`src/rtl/cmi_pkg.sv`:
```
/*
  Constants shared by the coherent memory interleave decoder: address
  field positions (bit 0 is the most significant address bit), span
  encodings and local alias region masks.
  Assumes one clock domain; all configuration comes in on plain ports.
*/
// What this block does
// every coherent reference gets board, bus, bank; board picks ring pair
// board pairs, per-row bus span, bank span come from configuration
// generated board not marked present raises high priority machine check
// row configuration confirms the referenced memory row is installed
// alias region ends at 0x1FFFFFF, 0x3FFFFFF or 0x7FFFFFF; 128 Mbyte default
// node from configuration when size nonzero and upper address bits zero
// coherency operations inside the region carry node number zero
// original node number must be zero for blocks inside the region
// region hit with nonzero original node raises machine check
// lines rotate across boards, then buses, then banks from the base
// interleave base bits not used as base values must be zero
// one board pair: base bits taken from the interleave base field
// two board pairs: base bits shift one place toward bit 0
// four board pairs: base bits shift two places toward bit 0
// one board pair: index bits taken from page offset field
// two board pairs: index bits shift one place toward bit 0
// four board pairs: eight buses four banks uses lower page bit 10
// board equals base plus index modulo 2, 4 or 8 boards
// bus equals base plus index mod 4 within group, or mod 8
// bank equals base plus index modulo two or four
// 40-bit address decoded with bit 0 most significant
// all results and errors registered one cycle after the request
`default_nettype none

package cmi_pkg;

  localparam int ADDR_W = 40;
  localparam int NODE_W = 5;

  // field positions, bit 0 most significant
  localparam int NODE_LO  = 0;
  localparam int NODE_HI  = 4;
  localparam int UPAGE_LO = 5;
  localparam int UPAGE_HI = 6;
  localparam int ROW_LO   = 7;
  localparam int ROW_HI   = 8;
  localparam int BASE_LO  = 9;
  localparam int BASE_HI  = 16;
  localparam int LPAGE_LO = 17;
  localparam int LPAGE_HI = 27;
  localparam int OFFS_LO  = 28;
  localparam int OFFS_HI  = 34;

  // board pair span encodings
  localparam logic [1:0] PAIRS_ONE  = 2'h0;
  localparam logic [1:0] PAIRS_TWO  = 2'h1;
  localparam logic [1:0] PAIRS_FOUR = 2'h2;

  // alias region size encodings
  localparam logic [1:0] ALIAS_OFF = 2'h0;
  localparam logic [1:0] ALIAS_32M = 2'h1;
  localparam logic [1:0] ALIAS_64M = 2'h2;
  localparam logic [1:0] ALIAS_128M = 2'h3;
  localparam logic [1:0] ALIAS_DEFAULT = ALIAS_128M;

  // interleave base bits that must be zero for an alias hit;
  // bit 7 of the mask is interleave base bit 0
  localparam logic [7:0] ALIAS_MASK_32M  = 8'hFC;
  localparam logic [7:0] ALIAS_MASK_64M  = 8'hF8;
  localparam logic [7:0] ALIAS_MASK_128M = 8'hF0;

  localparam logic [7:0] BASE_GROUP_BIT = 8'h80;
  localparam logic [2:0] BUS_BITS_FOUR  = 3'h2;
  localparam logic [2:0] BUS_BITS_EIGHT = 3'h3;

endpackage : cmi_pkg

`default_nettype wire

```
`src/rtl/cmi_rotate.sv`:
```
/*
  Rotation adder: base plus index modulo the span given by a mask.
  Bits of the base above the span pass through unchanged, which keeps a
  four-bus span inside its lower or upper group.
  Assumes base and index arrive already extracted; purely combinational.
*/
`default_nettype none

module cmi_rotate #(
  parameter int W = 3
) (
  input  wire logic [W-1:0] base,
  input  wire logic [W-1:0] index,
  input  wire logic [W-1:0] spanMask,
  output logic      [W-1:0] result
);

  logic [W-1:0] sum;

  assign sum    = base + index;
  assign result = (sum & spanMask) | (base & ~spanMask);

endmodule // cmi_rotate

`default_nettype wire

```
`src/rtl/cmi_decoder.sv`:
```
/*
  Coherent memory interleave decoder. Splits a 40-bit coherent address,
  picks board, bus and bank base values from the interleave base field
  and index values from the page offset field, rotates them through the
  configured spans, substitutes the local node number, or node zero for
  coherency operations, in the low alias region and flags machine check
  conditions. Results are registered.
  Assumes request and configuration ports come from logic on mclk.
*/
`default_nettype none

module cmi_decoder
  import cmi_pkg::*;
#(
  parameter int BOARDS = 8,
  parameter int ROWS   = 4
) (
  input  wire logic                mclk,
  input  wire logic                reset,
  input  wire logic                clkEn,
  input  wire logic                reqValid,
  input  wire logic [0:ADDR_W-1]   reqAddr,
  input  wire logic                reqCoherent,
  input  wire logic [1:0]          cfgBoardPairs,
  input  wire logic [ROWS-1:0]     cfgBusEight,
  input  wire logic [ROWS-1:0]     cfgBankFour,
  input  wire logic [ROWS-1:0]     cfgRowPresent,
  input  wire logic [BOARDS-1:0]   cfgBoardPresent,
  input  wire logic [NODE_W-1:0]   cfgNodeNumber,
  input  wire logic [1:0]          cfgAliasSize,
  output logic                     rspValid,
  output logic [2:0]               rspBoard,
  output logic [2:0]               rspBus,
  output logic [1:0]               rspBank,
  output logic [1:0]               rspRow,
  output logic [NODE_W-1:0]        rspNode,
  output logic                     rspBoardErr,
  output logic                     rspRowErr,
  output logic                     rspBaseErr,
  output logic                     rspNodeErr,
  output logic                     rspConfigErr,
  output logic                     rspMachineCheck
);

  // address fields
  logic [NODE_W-1:0] origNode;
  logic [1:0]        upperPage;
  logic [1:0]        row;
  logic [7:0]        baseVal;
  logic [7:0]        offVal;

  assign origNode  = reqAddr[NODE_LO:NODE_HI];
  assign upperPage = reqAddr[UPAGE_LO:UPAGE_HI];
  assign row       = reqAddr[ROW_LO:ROW_HI];
  // baseVal[7] is interleave base bit 0, baseVal[0] is bit 7
  assign baseVal   = reqAddr[BASE_LO:BASE_HI];
  // lower page bit 10 sits just above page offset bit 0
  assign offVal    = {reqAddr[LPAGE_HI], reqAddr[OFFS_LO:OFFS_HI]};

  // configuration for the accessed row
  logic       rowEight;
  logic       rowBankFour;
  logic       pairsBad;
  logic [2:0] boardBits;
  logic [2:0] busBits;
  logic [2:0] bankBits;
  logic [2:0] bankShift;

  assign rowEight    = cfgBusEight[row];
  assign rowBankFour = cfgBankFour[row];
  assign pairsBad    = (cfgBoardPairs != PAIRS_ONE) &&
                       (cfgBoardPairs != PAIRS_TWO) &&
                       (cfgBoardPairs != PAIRS_FOUR);
  // one, two or four pairs span 2, 4 or 8 boards
  assign boardBits   = {1'h0, cfgBoardPairs} + 3'h1;
  assign busBits     = rowEight ? BUS_BITS_EIGHT : BUS_BITS_FOUR;
  assign bankBits    = rowBankFour ? 3'h2 : 3'h1;
  // bank field sits directly above the contiguous bus bits
  assign bankShift   = boardBits + busBits;

  // span masks
  logic [7:0] boardMask;
  logic [7:0] busLowMask;
  logic [7:0] bankMask;

  assign boardMask  = ~(8'hFF << boardBits);
  assign busLowMask = ~(8'hFF << busBits);
  assign bankMask   = ~(8'hFF << bankBits);

  // base selection: low contiguous bits of the interleave base field
  logic [7:0] baseBusSh;
  logic [7:0] baseBankSh;
  logic [2:0] boardBase;
  logic [2:0] busBase;
  logic [1:0] bankBase;

  assign baseBusSh  = baseVal >> boardBits;
  assign baseBankSh = baseVal >> bankShift;
  assign boardBase  = baseVal[2:0] & boardMask[2:0];
  // a four-bus span takes its group from interleave base bit 0
  assign busBase    = rowEight ? baseBusSh[2:0]
                               : {baseVal[7], baseBusSh[1:0]};
  assign bankBase   = baseBankSh[1:0] & bankMask[1:0];

  // index selection: low bits of page offset, then lower page bit 10
  logic [7:0] offBusSh;
  logic [7:0] offBankSh;
  logic [2:0] boardIdx;
  logic [2:0] busIdx;
  logic [1:0] bankIdx;

  assign offBusSh  = offVal >> boardBits;
  assign offBankSh = offVal >> bankShift;
  assign boardIdx  = offVal[2:0] & boardMask[2:0];
  assign busIdx    = offBusSh[2:0] & busLowMask[2:0];
  assign bankIdx   = offBankSh[1:0] & bankMask[1:0];

  // unused interleave base bits must be zero
  logic [7:0] baseUsed;
  logic       baseErr;

  assign baseUsed = boardMask
                  | (busLowMask << boardBits)
                  | (bankMask << bankShift)
                  | (rowEight ? 8'h00 : BASE_GROUP_BIT);
  assign baseErr  = |(baseVal & ~baseUsed);

  // rotation
  logic [2:0] boardNum;
  logic [2:0] busNum;
  logic [1:0] bankNum;

  cmi_rotate #(.W(3)) uBoardRot (
    .base     (boardBase),
    .index    (boardIdx),
    .spanMask (boardMask[2:0]),
    .result   (boardNum)
  );

  cmi_rotate #(.W(3)) uBusRot (
    .base     (busBase),
    .index    (busIdx),
    .spanMask (busLowMask[2:0]),
    .result   (busNum)
  );

  cmi_rotate #(.W(2)) uBankRot (
    .base     (bankBase),
    .index    (bankIdx),
    .spanMask (bankMask[1:0]),
    .result   (bankNum)
  );

  // presence checks; board number doubles as the ring pair number
  logic boardErr;
  logic rowErr;

  assign boardErr = !cfgBoardPresent[boardNum];
  assign rowErr   = !cfgRowPresent[row];

  // local alias region
  logic [7:0]        aliasMask;
  logic              aliasHit;
  logic              nodeErr;
  logic [NODE_W-1:0] nodeNum;

  assign aliasMask = (cfgAliasSize == ALIAS_32M) ? ALIAS_MASK_32M :
                     (cfgAliasSize == ALIAS_64M) ? ALIAS_MASK_64M :
                                                   ALIAS_MASK_128M;
  assign aliasHit  = (cfgAliasSize != ALIAS_OFF) &&
                     (upperPage == 2'h0) && (row == 2'h0) &&
                     ((baseVal & aliasMask) == 8'h00);
  // the original node must be zero before it is replaced
  assign nodeErr   = aliasHit && (origNode != '0);
  // coherency traffic to processors carries node zero in the region
  assign nodeNum   = !aliasHit   ? origNode :
                     reqCoherent ? '0 : cfgNodeNumber;

  logic anyErr;

  assign anyErr = boardErr | rowErr | baseErr | nodeErr | pairsBad;

  // results register together, one cycle after the request
  logic              validFf;
  logic [2:0]        boardFf;
  logic [2:0]        busFf;
  logic [1:0]        bankFf;
  logic [1:0]        rowFf;
  logic [NODE_W-1:0] nodeFf;
  logic [5:0]        errFf;

  always_ff @(posedge mclk) begin
    if (reset) begin
      validFf <= 1'b0;
      boardFf <= 3'h0;
      busFf   <= 3'h0;
      bankFf  <= 2'h0;
      rowFf   <= 2'h0;
      nodeFf  <= '0;
      errFf   <= 6'h00;
    end else if (clkEn) begin
      validFf <= reqValid;
      if (reqValid) begin
        boardFf <= boardNum;
        busFf   <= busNum;
        bankFf  <= bankNum;
        rowFf   <= row;
        nodeFf  <= nodeNum;
        errFf   <= {anyErr, pairsBad, nodeErr, baseErr, rowErr, boardErr};
      end
    end
  end

  assign rspValid        = validFf;
  assign rspBoard        = boardFf;
  assign rspBus          = busFf;
  assign rspBank         = bankFf;
  assign rspRow          = rowFf;
  assign rspNode         = nodeFf;
  assign rspBoardErr     = errFf[0];
  assign rspRowErr       = errFf[1];
  assign rspBaseErr      = errFf[2];
  assign rspNodeErr      = errFf[3];
  assign rspConfigErr    = errFf[4];
  assign rspMachineCheck = errFf[5];

endmodule // cmi_decoder

`default_nettype wire

```
`config.mk`:
```
export PLATFORM = sky130hd
export DESIGN_NAME = cmi_decoder
export DESIGN_NICKNAME = d
export VERILOG_FILES = /design/src/rtl/cmi_pkg.sv /design/src/rtl/cmi_rotate.sv /design/src/rtl/cmi_decoder.sv
export SDC_FILE = /design/constraint.sdc
export NUM_CORES = 1
export LEC_CHECK = 0
export ABC_AREA = 1
export BUFFER_PORTS_ARGS = -buffer_cell sky130_fd_sc_hd__buf_2
export CORE_MARGIN = 2
export CORE_UTILIZATION = 51
export CTS_CLUSTER_DIAMETER = 60
export DETAILED_ROUTE_END_ITERATION = 8
export PLACE_DENSITY = 0.91
export SYNTH_ARGS = -nofsm -noshare
export SYNTH_HDL_FRONTEND = slang
export SYNTH_SLANG_ARGS = --single-unit
```
`constraint.sdc`:
```
create_clock -name mclk -period 3.9 [get_ports mclk]
set_clock_uncertainty 0.05 [all_clocks]
set_input_delay 0.39 -clock mclk [delete_from_list [all_inputs] [get_ports mclk]]
set_output_delay 0.39 -clock mclk [all_outputs]
set_load 0.005 [all_outputs]
```
==> impl_metrics.ini, run 1 <==
[run_status]
status = finished clean

[route]
topRoutingLayerUsed = met4
ant_nets = 0
firstDrtPassIters = 4
drc = 0
detailroute.wirelength.met2_mm = 2.69
wl_met1_mm = 2.31
via_count = 2417
drt_iter0_drc = 165
totalWireLength_mm = 5.46
wl_met3_um = 369
routedWlPerCell_um = 11.9
via_per_inst = 5.27

[worst_setup_path]
path_cells = buf_2 -> inv_2 -> nand2_1 -> nand3_1 -> nand2_1 -> inv_1 -> ha_1 -> inv_1 -> fa_1 -> inv_2 -> a21oi_1 -> o21ai_0 -> a21oi_1 -> a211oi_1 -> ha_1 -> nand3b_1 -> nand2_1 -> nand2_1 -> nand3_1 -> a21oi_1
critPathMaxFanout = 9
arrival_ps = 3100
start_kind = input pin
cp.required_ps = 3970
crit_top_cell = nand2_1
critical_path.max_stage_delay_ps = 700
crit_path_end_kind = flip-flop
critPathKind = input pin to flip-flop
crit_slowest_cell = fa_1

[clock_network]
clk_pin_slew_worst_paths_ps = 70
clock_path_buffers = 2
ctsHtreeMaxLevel = 1
clk_latency_ps = 250
root_buffer = clkbuf_8
hold_buffers = 0
post_cts_buffers = 0
ctsResizeCount = 0
cts_buffers = 3
cts_tree = yes
clkSinkCount = 22

[cells_and_area]
final_common_cell = nand2_1
final_area_um2 = 2480
area_growth_pct = 22.5
nets = 503
diodes = 0
layout_common_cells = 89 x nand2_1, 80 x buf_2, 43 x inv_1
drive_above_1_share = 0.234
post-route-util = 0.663
fin_cells = 459

[sta]
fin_setup_tns_ps = 0
fin_ws_ps = 862
worstMarginPinSlew_ps = 765
fmax_mhz = 329
drv_slew = 0
whs_ps = 327
slew-limit-headroom = 0.489
min_period_ps = 3040
rsz0062_at_grt = no
hold_violations = 0
post-route-period-util = 0.779
setup_viol = 0

[synthesis]
synth.distinct_cells = 25
synthSimpleGateAreaFrac = 0.323
synth-compound-area-share = 0.225
synth_adder_area_share = 0.110
synth_mux_area_frac = 0
avgSynthCellArea_um2 = 5.98
synthFlopType = dfxtp_1
synth_edf_count = 0
syn_area_um2 = 2030
yosysWarnings = 0
yosysSeqAreaShare = 0.217
synth_top_family_by_area = simple AND/OR/NAND/NOR gates
syn_inst = 339
synth_seq_cells = 22
syn_nets = 429
synth_xor_area_frac = 0.00864
synthArstFlopShare = 0

[die]
start_util = 0.542
pin_count = 96
fp.dieH_um = 67.1
dieArea_um2 = 4500
die_w_um = 67.1
placementRows = 22
coreArea_um2 = 3740

[power]
ir_worst_vdd_uv = 179
cellLeakagePower_nw = 1.38
p_per_area_nw_per_um2 = 279
fin_total_pwr_uw = 693

[grt]
grt_usage = 0.249
grt_pass1_vias = 2099
antenna_found_initial = 0
grt_max_degree = 31
overflow = 0
grt_pass1_wl_mm = 8.83

[placed_design]
dp_hpwl_mm = 4.35
dp_cells = 456
io_buffer_count = 80
dp_worst_setup_slack_ps = 616
gp_congestion = 0.919
dpl_cell_area_um2 = 2440

[worst_hold_path]
hold_path.class = input pin to flip-flop

[job]
drv_cap = 0
-- worst paths after layout --
path	from	to	cells after the start	slack (ps)
worst max-delay path	reqAddr[8]	rspBank[1]$_SDFFE_PP0P_	20	860
worst min-delay path	reset	rspValid$_SDFFE_PP0P_	2	330
worst max register to register	errFf[5]$_SDFFE_PP0P_	errFf[5]$_SDFFE_PP0P_	3	3010
worst min register to register	rspValid$_SDFFE_PP0P_	rspValid$_SDFFE_PP0P_	2	410
-- metal layers --
metal	vias to the layer above	track usage
li1	1259	-
met1	1070	0.325
met2	76	0.420
met3	12	0.0321
met4	0	0.0791
met5	-	0
-- logic make-up after synthesis --
| logic type | Yosys count |
|---|---|
| adder cells (fa/ha/maj) | 16 |
| flip-flops | 22 |
| AO/OA/AOI/OAI | 85 |
| AND/OR/NAND/NOR | 153 |
| buffers and inverters | 61 |
| XOR/XNOR | 2 |
-- synthesized netlist by cell type, types with 2 or more instances --
master    count  area [um2]
nand3_2       2        20.0
clkbuf_1      5        18.8
nand3b_1      2        15.0
nand3_1      28         140
nor2_1       20        75.1
dfxtp_1      22         440
o21ai_0      27         135
ha_1         13         163
nor3_1        4        20.0
inv_1        43         161
o21ai_1       8        40.0
buf_2         7        35.0
inv_2         6        22.5
nand2_2       2        12.5
or2_1         2        12.5
nand2_1      89         334
a211oi_1      2        15.0
o211ai_1     10        75.1
fa_1          3        60.1
a21oi_1      38         190
or2_2         2        12.5
-- where the power goes --
group | switching (mW) | total, mW | internal [mW]
clock network | 0.0641 | 0.133 | 0.0687
registers | 0.00788 | 0.249 | 0.241
logic | 0.187 | 0.311 | 0.123
-- sequential cells by signal, summed over array words and instances, names as in the netlist --
signal / cells
rspNode: 5
rspBank: 2
rspBus: 3
rspBoard: 3
rspRow: 2
rspValid: 1
errFf: 6
-- critical path, delay by kind of cell --
| kind | cells | cell delay, ps |
|---|---|---|
| compound gates | 5 | 480 |
| buf+inv | 5 | 590 |
| fa+ha+maj | 3 | 1050 |
| simple gates | 7 | 600 |
-- area by class of cell --
type / count / area (um2)
multi-input combinational: 256 / 1350
tap: 48 / 60.1
inverter: 49 / 184
timing repair buffer: 81 / 408
sequential: 22 / 440
fill: 366 / 1260
clock buffer: 3 / 41.3
Power figures use the tool's default switching activity.
==> run 2: changes to the inputs <==
CORE_UTILIZATION = 43   (was 51)
PLACE_DENSITY = 0.82   (was 0.91)
clock period = 2.56 ns   (was 3.9 ns; I/O delays follow)
==> run 2 against run 1 <==
Effect of this change: clock-buffer cell count did not move; sequential share of layout area fell by 1.9 points; core utilization is 3.6 points lower; cell area up 12%; die area increased by 17%; non-clock buffer count grew 24; critical path type unchanged; largest cell class unchanged; largest power group unchanged.
==> impl_metrics.ini, run 2 (synthesized netlist as in run 1, its figures left out) <==
[clock_network]
clock_path_buffers = 2
clk_latency_ps = 260
root_buffer = clkbuf_8
ctsHtreeMaxLevel = 1
cts_buffers = 3
clkSinkCount = 22
clk_pin_slew_worst_paths_ps = 70
cts_tree = yes

[worst_setup_path]
critPathMaxFanout = 6
start_kind = input pin
critPathKind = input pin to flip-flop
crit_path_end_kind = flip-flop
arrival_ps = 2600
cp.required_ps = 2710

[cells_and_area]
largest_register_ffs = 6
post-route-util = 0.627
diodes = 0
drive_above_1_share = 0.317
layout_common_cells = 86 x nand2_1, 78 x buf_2, 41 x inv_1
nets = 527
n_fill_cell = 439
area_growth_pct = 37.4
top_register = errFf
final_common_cell = nand2_1

[route]
drt_iter0_drc = 154
routedWlPerCell_um = 12.0
ant_nets = 0
totalWireLength_mm = 5.83
drc = 0
via_per_inst = 5.07
via_count = 2468
firstDrtPassIters = 4

[placed_design]
dp_worst_setup_slack_ps = -252
dp_hpwl_mm = 4.71
io_buffer_count = 80
gp_congestion = 0.878

[die]
coreArea_um2 = 4440
placementRows = 24
fp.dieH_um = 72.7
dieArea_um2 = 5280
die_w_um = 72.7
pin_count = 96
start_util = 0.456

[grt]
overflow = 0
grt_max_degree = 21
grt_pass1_vias = 2125
antenna_found_initial = 0
grt_usage = 0.215
grt_pass1_wl_mm = 9.18

[sta]
worstMarginPinSlew_ps = 515
fmax_mhz = 407
slew-limit-headroom = 0.657
rsz0062_at_grt = yes
post-route-period-util = 0.959
fin_ws_ps = 105
hold_violations = 0
setup_viol = 0
drv_slew = 0
min_period_ps = 2460

[job]
drv_cap = 0

[power]
p_per_area_nw_per_um2 = 419
ir_worst_vdd_uv = 169
cellLeakagePower_nw = 1.52

[run_status]
status = finished clean

[worst_hold_path]
hold_path.class = input pin to flip-flop
[run 2: cell count changes in the layout (fill, tap and decap cells not counted), moves of 3 or more]
cell     change
o21ai_1      +4
o21ai_0      -4
ha_1         -3
nand3_1      -3
nand3_2      +3
a21oi_1      -4
a21oi_2      +4
nand2_1      -3
buf_4       +24
[run 2: final timing paths]
check	slack [ps]	startpoint	to	cells past startpoint
worst min-delay path	190	reset	rspValid$_SDFFE_PP0P_	2
worst min register to register	410	rspValid$_SDFFE_PP0P_	rspValid$_SDFFE_PP0P_	2
worst max register to register	1690	errFf[5]$_SDFFE_PP0P_	errFf[5]$_SDFFE_PP0P_	3
worst max-delay path	100	reqAddr[8]	rspBank[1]$_SDFFE_PP0P_	19
[run 2: timing repair]
item	4_1_cts	5_1_grt
setup endpoints to repair	0	2
buffers inserted	0	1
gates resized for setup	0	34
hold buffers	0	0
[run 2: critical path, cell delays in order]
cell and delay [ps]:
buf_12 110, clkinv_8 50, nand2_4 40, nand3_2 50, nand2_2 60, inv_2 70, ha_4 140, inv_4 40
fa_2 630, inv_4 70, a21oi_2 90, o21ai_1 70, a21oi_1 200, a211oi_2 60, ha_2 180, nand3b_1 170
nand3_1 100, nand3_2 80, a21oi_2 120
[run 2: power by group]
| part | switching (mW) | total [mW] | leakage (nW) | internal, mW |
|---|---|---|---|---|
| Combinational | 0.324 | 0.581 | 1.32 | 0.258 |
| Clock | 0.103 | 0.208 | 0.0216 | 0.105 |
| Sequential | 0.0110 | 0.379 | 0.182 | 0.368 |
[run 2: layout make-up]
cell class                      instances  area (um2)  share of cell area
Inverter                               49         201              0.0723
Multi-Input combinational cell        256        1430               0.513
Clock buffer                            3        41.3              0.0148
Timing Repair Buffer                  105         609               0.219
Sequential cell                        22         440               0.158
Tap cell                               52        65.1              0.0233
[run 2: metal layers]
layer / wire length, um / up-vias / global-route usage
li1: - / 1299 / -
met1: 2420 / 1075 / 0.275
met2: 2940 / 86 / 0.378
met3: 418 / 8 / 0.0442
met4: 59 / 0 / 0.0391
met5: 0 / - / 0
[run 2: stage by stage]
stage	cell area (um2)	setup TNS [ps]	hold slack, ps	total power, mW	instances
5_1_grt	2790	-59.6	199	1.26	487
6_report	2790	0	190	1.17	487
3_5_place_dp	2640	-545	403	0.921	483
3_3_place_gp	2640	-220	397	0.906	483
2_1_floorplan	2050	0	275	0.712	339
4_1_cts	2680	0	183	1.13	486
==> run 3: changes to the inputs <==
CORE_ASPECT_RATIO = 1.4   (was not set)
==> run 3 against run 2 <==
Effect of this change: combinational power about the same; hold slack got worse by 7.4 ps; cell count increased by 2.7%; register-to-register slack about the same; non-clock buffer count increased by 2; die area increased by 0.14%; setup slack got worse by 33 ps; sequential power about the same; clock power increased by 18%; critical path depth unchanged; routed wire length decreased by 0.34%; largest cell class unchanged.
==> impl_metrics.ini, run 3 (synthesized netlist as in run 1, its figures left out) <==
[power]
intPower_uw = 769
p_per_area_nw_per_um2 = 426
switchingPower_uw = 437
fin_total_pwr_mw = 1.21
seq_power_share = 0.315
swShare = 0.362
ir_worst_vdd_uv = 192
clkPwrFrac = 0.203
cellLeakagePower_nw = 1.54
combPwrFrac = 0.482

[clock_network]
clkSinkCount = 22
clk_pin_slew_worst_paths_ps = 80
root_buffer = clkbuf_8
clk_latency_ps = 260
hold_buffers = 0
ctsHtreeMaxLevel = 1
cts_buffers = 3
cts_tree = yes
clock_path_buffers = 2

[worst_setup_path]
arrival_ps = 2570
path_cells = buf_2 -> inv_1 -> nand3_2 -> nand2_2 -> inv_2 -> ha_4 -> inv_4 -> fa_2 -> inv_4 -> a21oi_2 -> o21ai_1 -> a21oi_1 -> a211oi_2 -> ha_2 -> nand3b_1 -> nand2_1 -> nand2_1 -> nand3_2 -> a21oi_2
r2r_start = errFf[5]$_SDFFE_PP0P_
worstRegToRegCells = 3
crit_slowest_cell = fa_2
critPathKind = input pin to flip-flop
critPathMaxFanout = 7
path_buf_inv = 5
r2r_end = errFf[5]$_SDFFE_PP0P_
reg2reg_slack_ps = 1680
critPathTopFamily = adder cells
start_kind = input pin
crit_path_end_kind = flip-flop
cp.required_ps = 2640
critical_path.max_stage_delay_ps = 640

[die]
dieArea_um2 = 5290
start_util = 0.447
pin_count = 96
placementRows = 29
coreArea_um2 = 4540
fp.dieH_um = 85.3
die_w_um = 62.0

[sta]
hold_violations = 0
post-route-period-util = 0.972
slew-limit-headroom = 0.626
min_period_ps = 2490
fin_setup_tns_ps = 0
drv_slew = 0
worstMarginPinSlew_ps = 561
rsz0062_at_grt = yes
fmax_mhz = 402
setup_viol = 0

[route]
drc = 0
via_count = 2515
ant_nets = 0
totalWireLength_mm = 5.81
routedWlPerCell_um = 11.6
via_per_inst = 5.03
firstDrtPassIters = 4
drt_iter0_drc = 107

[placed_design]
io_buffer_count = 80
dp_hpwl_mm = 4.71
gp_congestion = 0.889
dp_cells = 493

[grt]
grt_use_met3 = 0.0152
grt_pass1_vias = 2159
grt_max_degree = 23
overflow = 0
antenna_found_initial = 0
grt_usage = 0.210
gr-usage-met2 = 0.371
grt_pass1_wl_mm = 8.76
use_met1 = 0.257
grt_most_used_layer = met2

[worst_hold_path]
min_from = reset
whs_endpoint = rspBus[2]$_SDFFE_PP0P_
hold_path.class = input pin to flip-flop
hold_path_depth = 2

[cells_and_area]
fin_cells = 500
area_growth_pct = 39.6
diodes = 0
largest_register_ffs = 6
nets = 529
drive_above_1_share = 0.317
post-route-util = 0.624
final_common_cell = nand2_1
layout_common_cells = 86 x nand2_1, 79 x buf_2, 41 x inv_1
top_register = errFf

[job]
drv_cap = 0

[run_status]
status = finished clean
run 3: cell count changes in the layout (fill, tap and decap cells not counted):
cell	delta
o21ai_0	+1
o21ai_1	-1
a21oi_2	-2
buf_12	+1
buf_2	+1
clkbuf_8	+1
a21oi_1	+2
run 3: metrics by stage:
step | hold WS [ps] | area (um2) | worst slack [ps]
after floorplan | 275 | 2050 | 2.14
after global placement | 398 | 2660 | -176
after detailed placement | 405 | 2660 | -280
after CTS | 184 | 2720 | 12.7
after global routing | 188 | 2830 | -107
final | 183 | 2830 | 72.2
run 3: how the worst max path moves through the flow:
stage | startpoint | end | slack, ps | cells after the start
after floorplan | reqAddr[8] | rspBank[1]$_SDFFE_PP0P_ | 2 | 20
after global placement | reqAddr[8] | rspBank[1]$_SDFFE_PP0P_ | -180 | 20
after detailed placement | reqAddr[8] | rspBank[1]$_SDFFE_PP0P_ | -280 | 20
after CTS | reqAddr[8] | rspBank[1]$_SDFFE_PP0P_ | 10 | 20
after global routing | reqAddr[7] | rspBank[1]$_SDFFE_PP0P_ | -110 | 19
final | reqAddr[7] | rspBank[1]$_SDFFE_PP0P_ | 70 | 19
run 3: area by class of cell:
class | instances | area, um2
Inverter | 49 | 201
Fill cell | 457 | 1700
Clock buffer | 4 | 55.1
Multi-Input combinational cell | 256 | 1420
Sequential cell | 22 | 440
Timing Repair Buffer | 107 | 634
Tap cell | 62 | 77.6
run 3: power groups by stage:
stage	clock (mW)	sequential, mW	combinational, mW
4_1_cts	0.250	0.379	0.539
3_5_place_dp	0	0.387	0.537
2_1_floorplan	0	0.389	0.323
3_3_place_gp	0	0.386	0.526
6_report	0.245	0.380	0.581
5_1_grt	0.269	0.382	0.655
run 3: layer usage:
metal | routed length, um | vias to the layer above
met5 | 0 | -
met4 | 161 | 0
met3 | 340 | 13
met2 | 2940 | 87
met1 | 2370 | 1108
li1 | - | 1307
run 3: worst register-to-register path, stage by stage (launching register included):
cell and delay (ps):
dfxtp_1 310, or2_2 280, nand2_1 70, a21oi_1 60
run 3: repair_timing:
action	in CTS	in global routing
endpoints found under the hold margin	0	0
buffers inserted	0	3
gates resized for setup	0	31
endpoints found under the setup margin	0	4
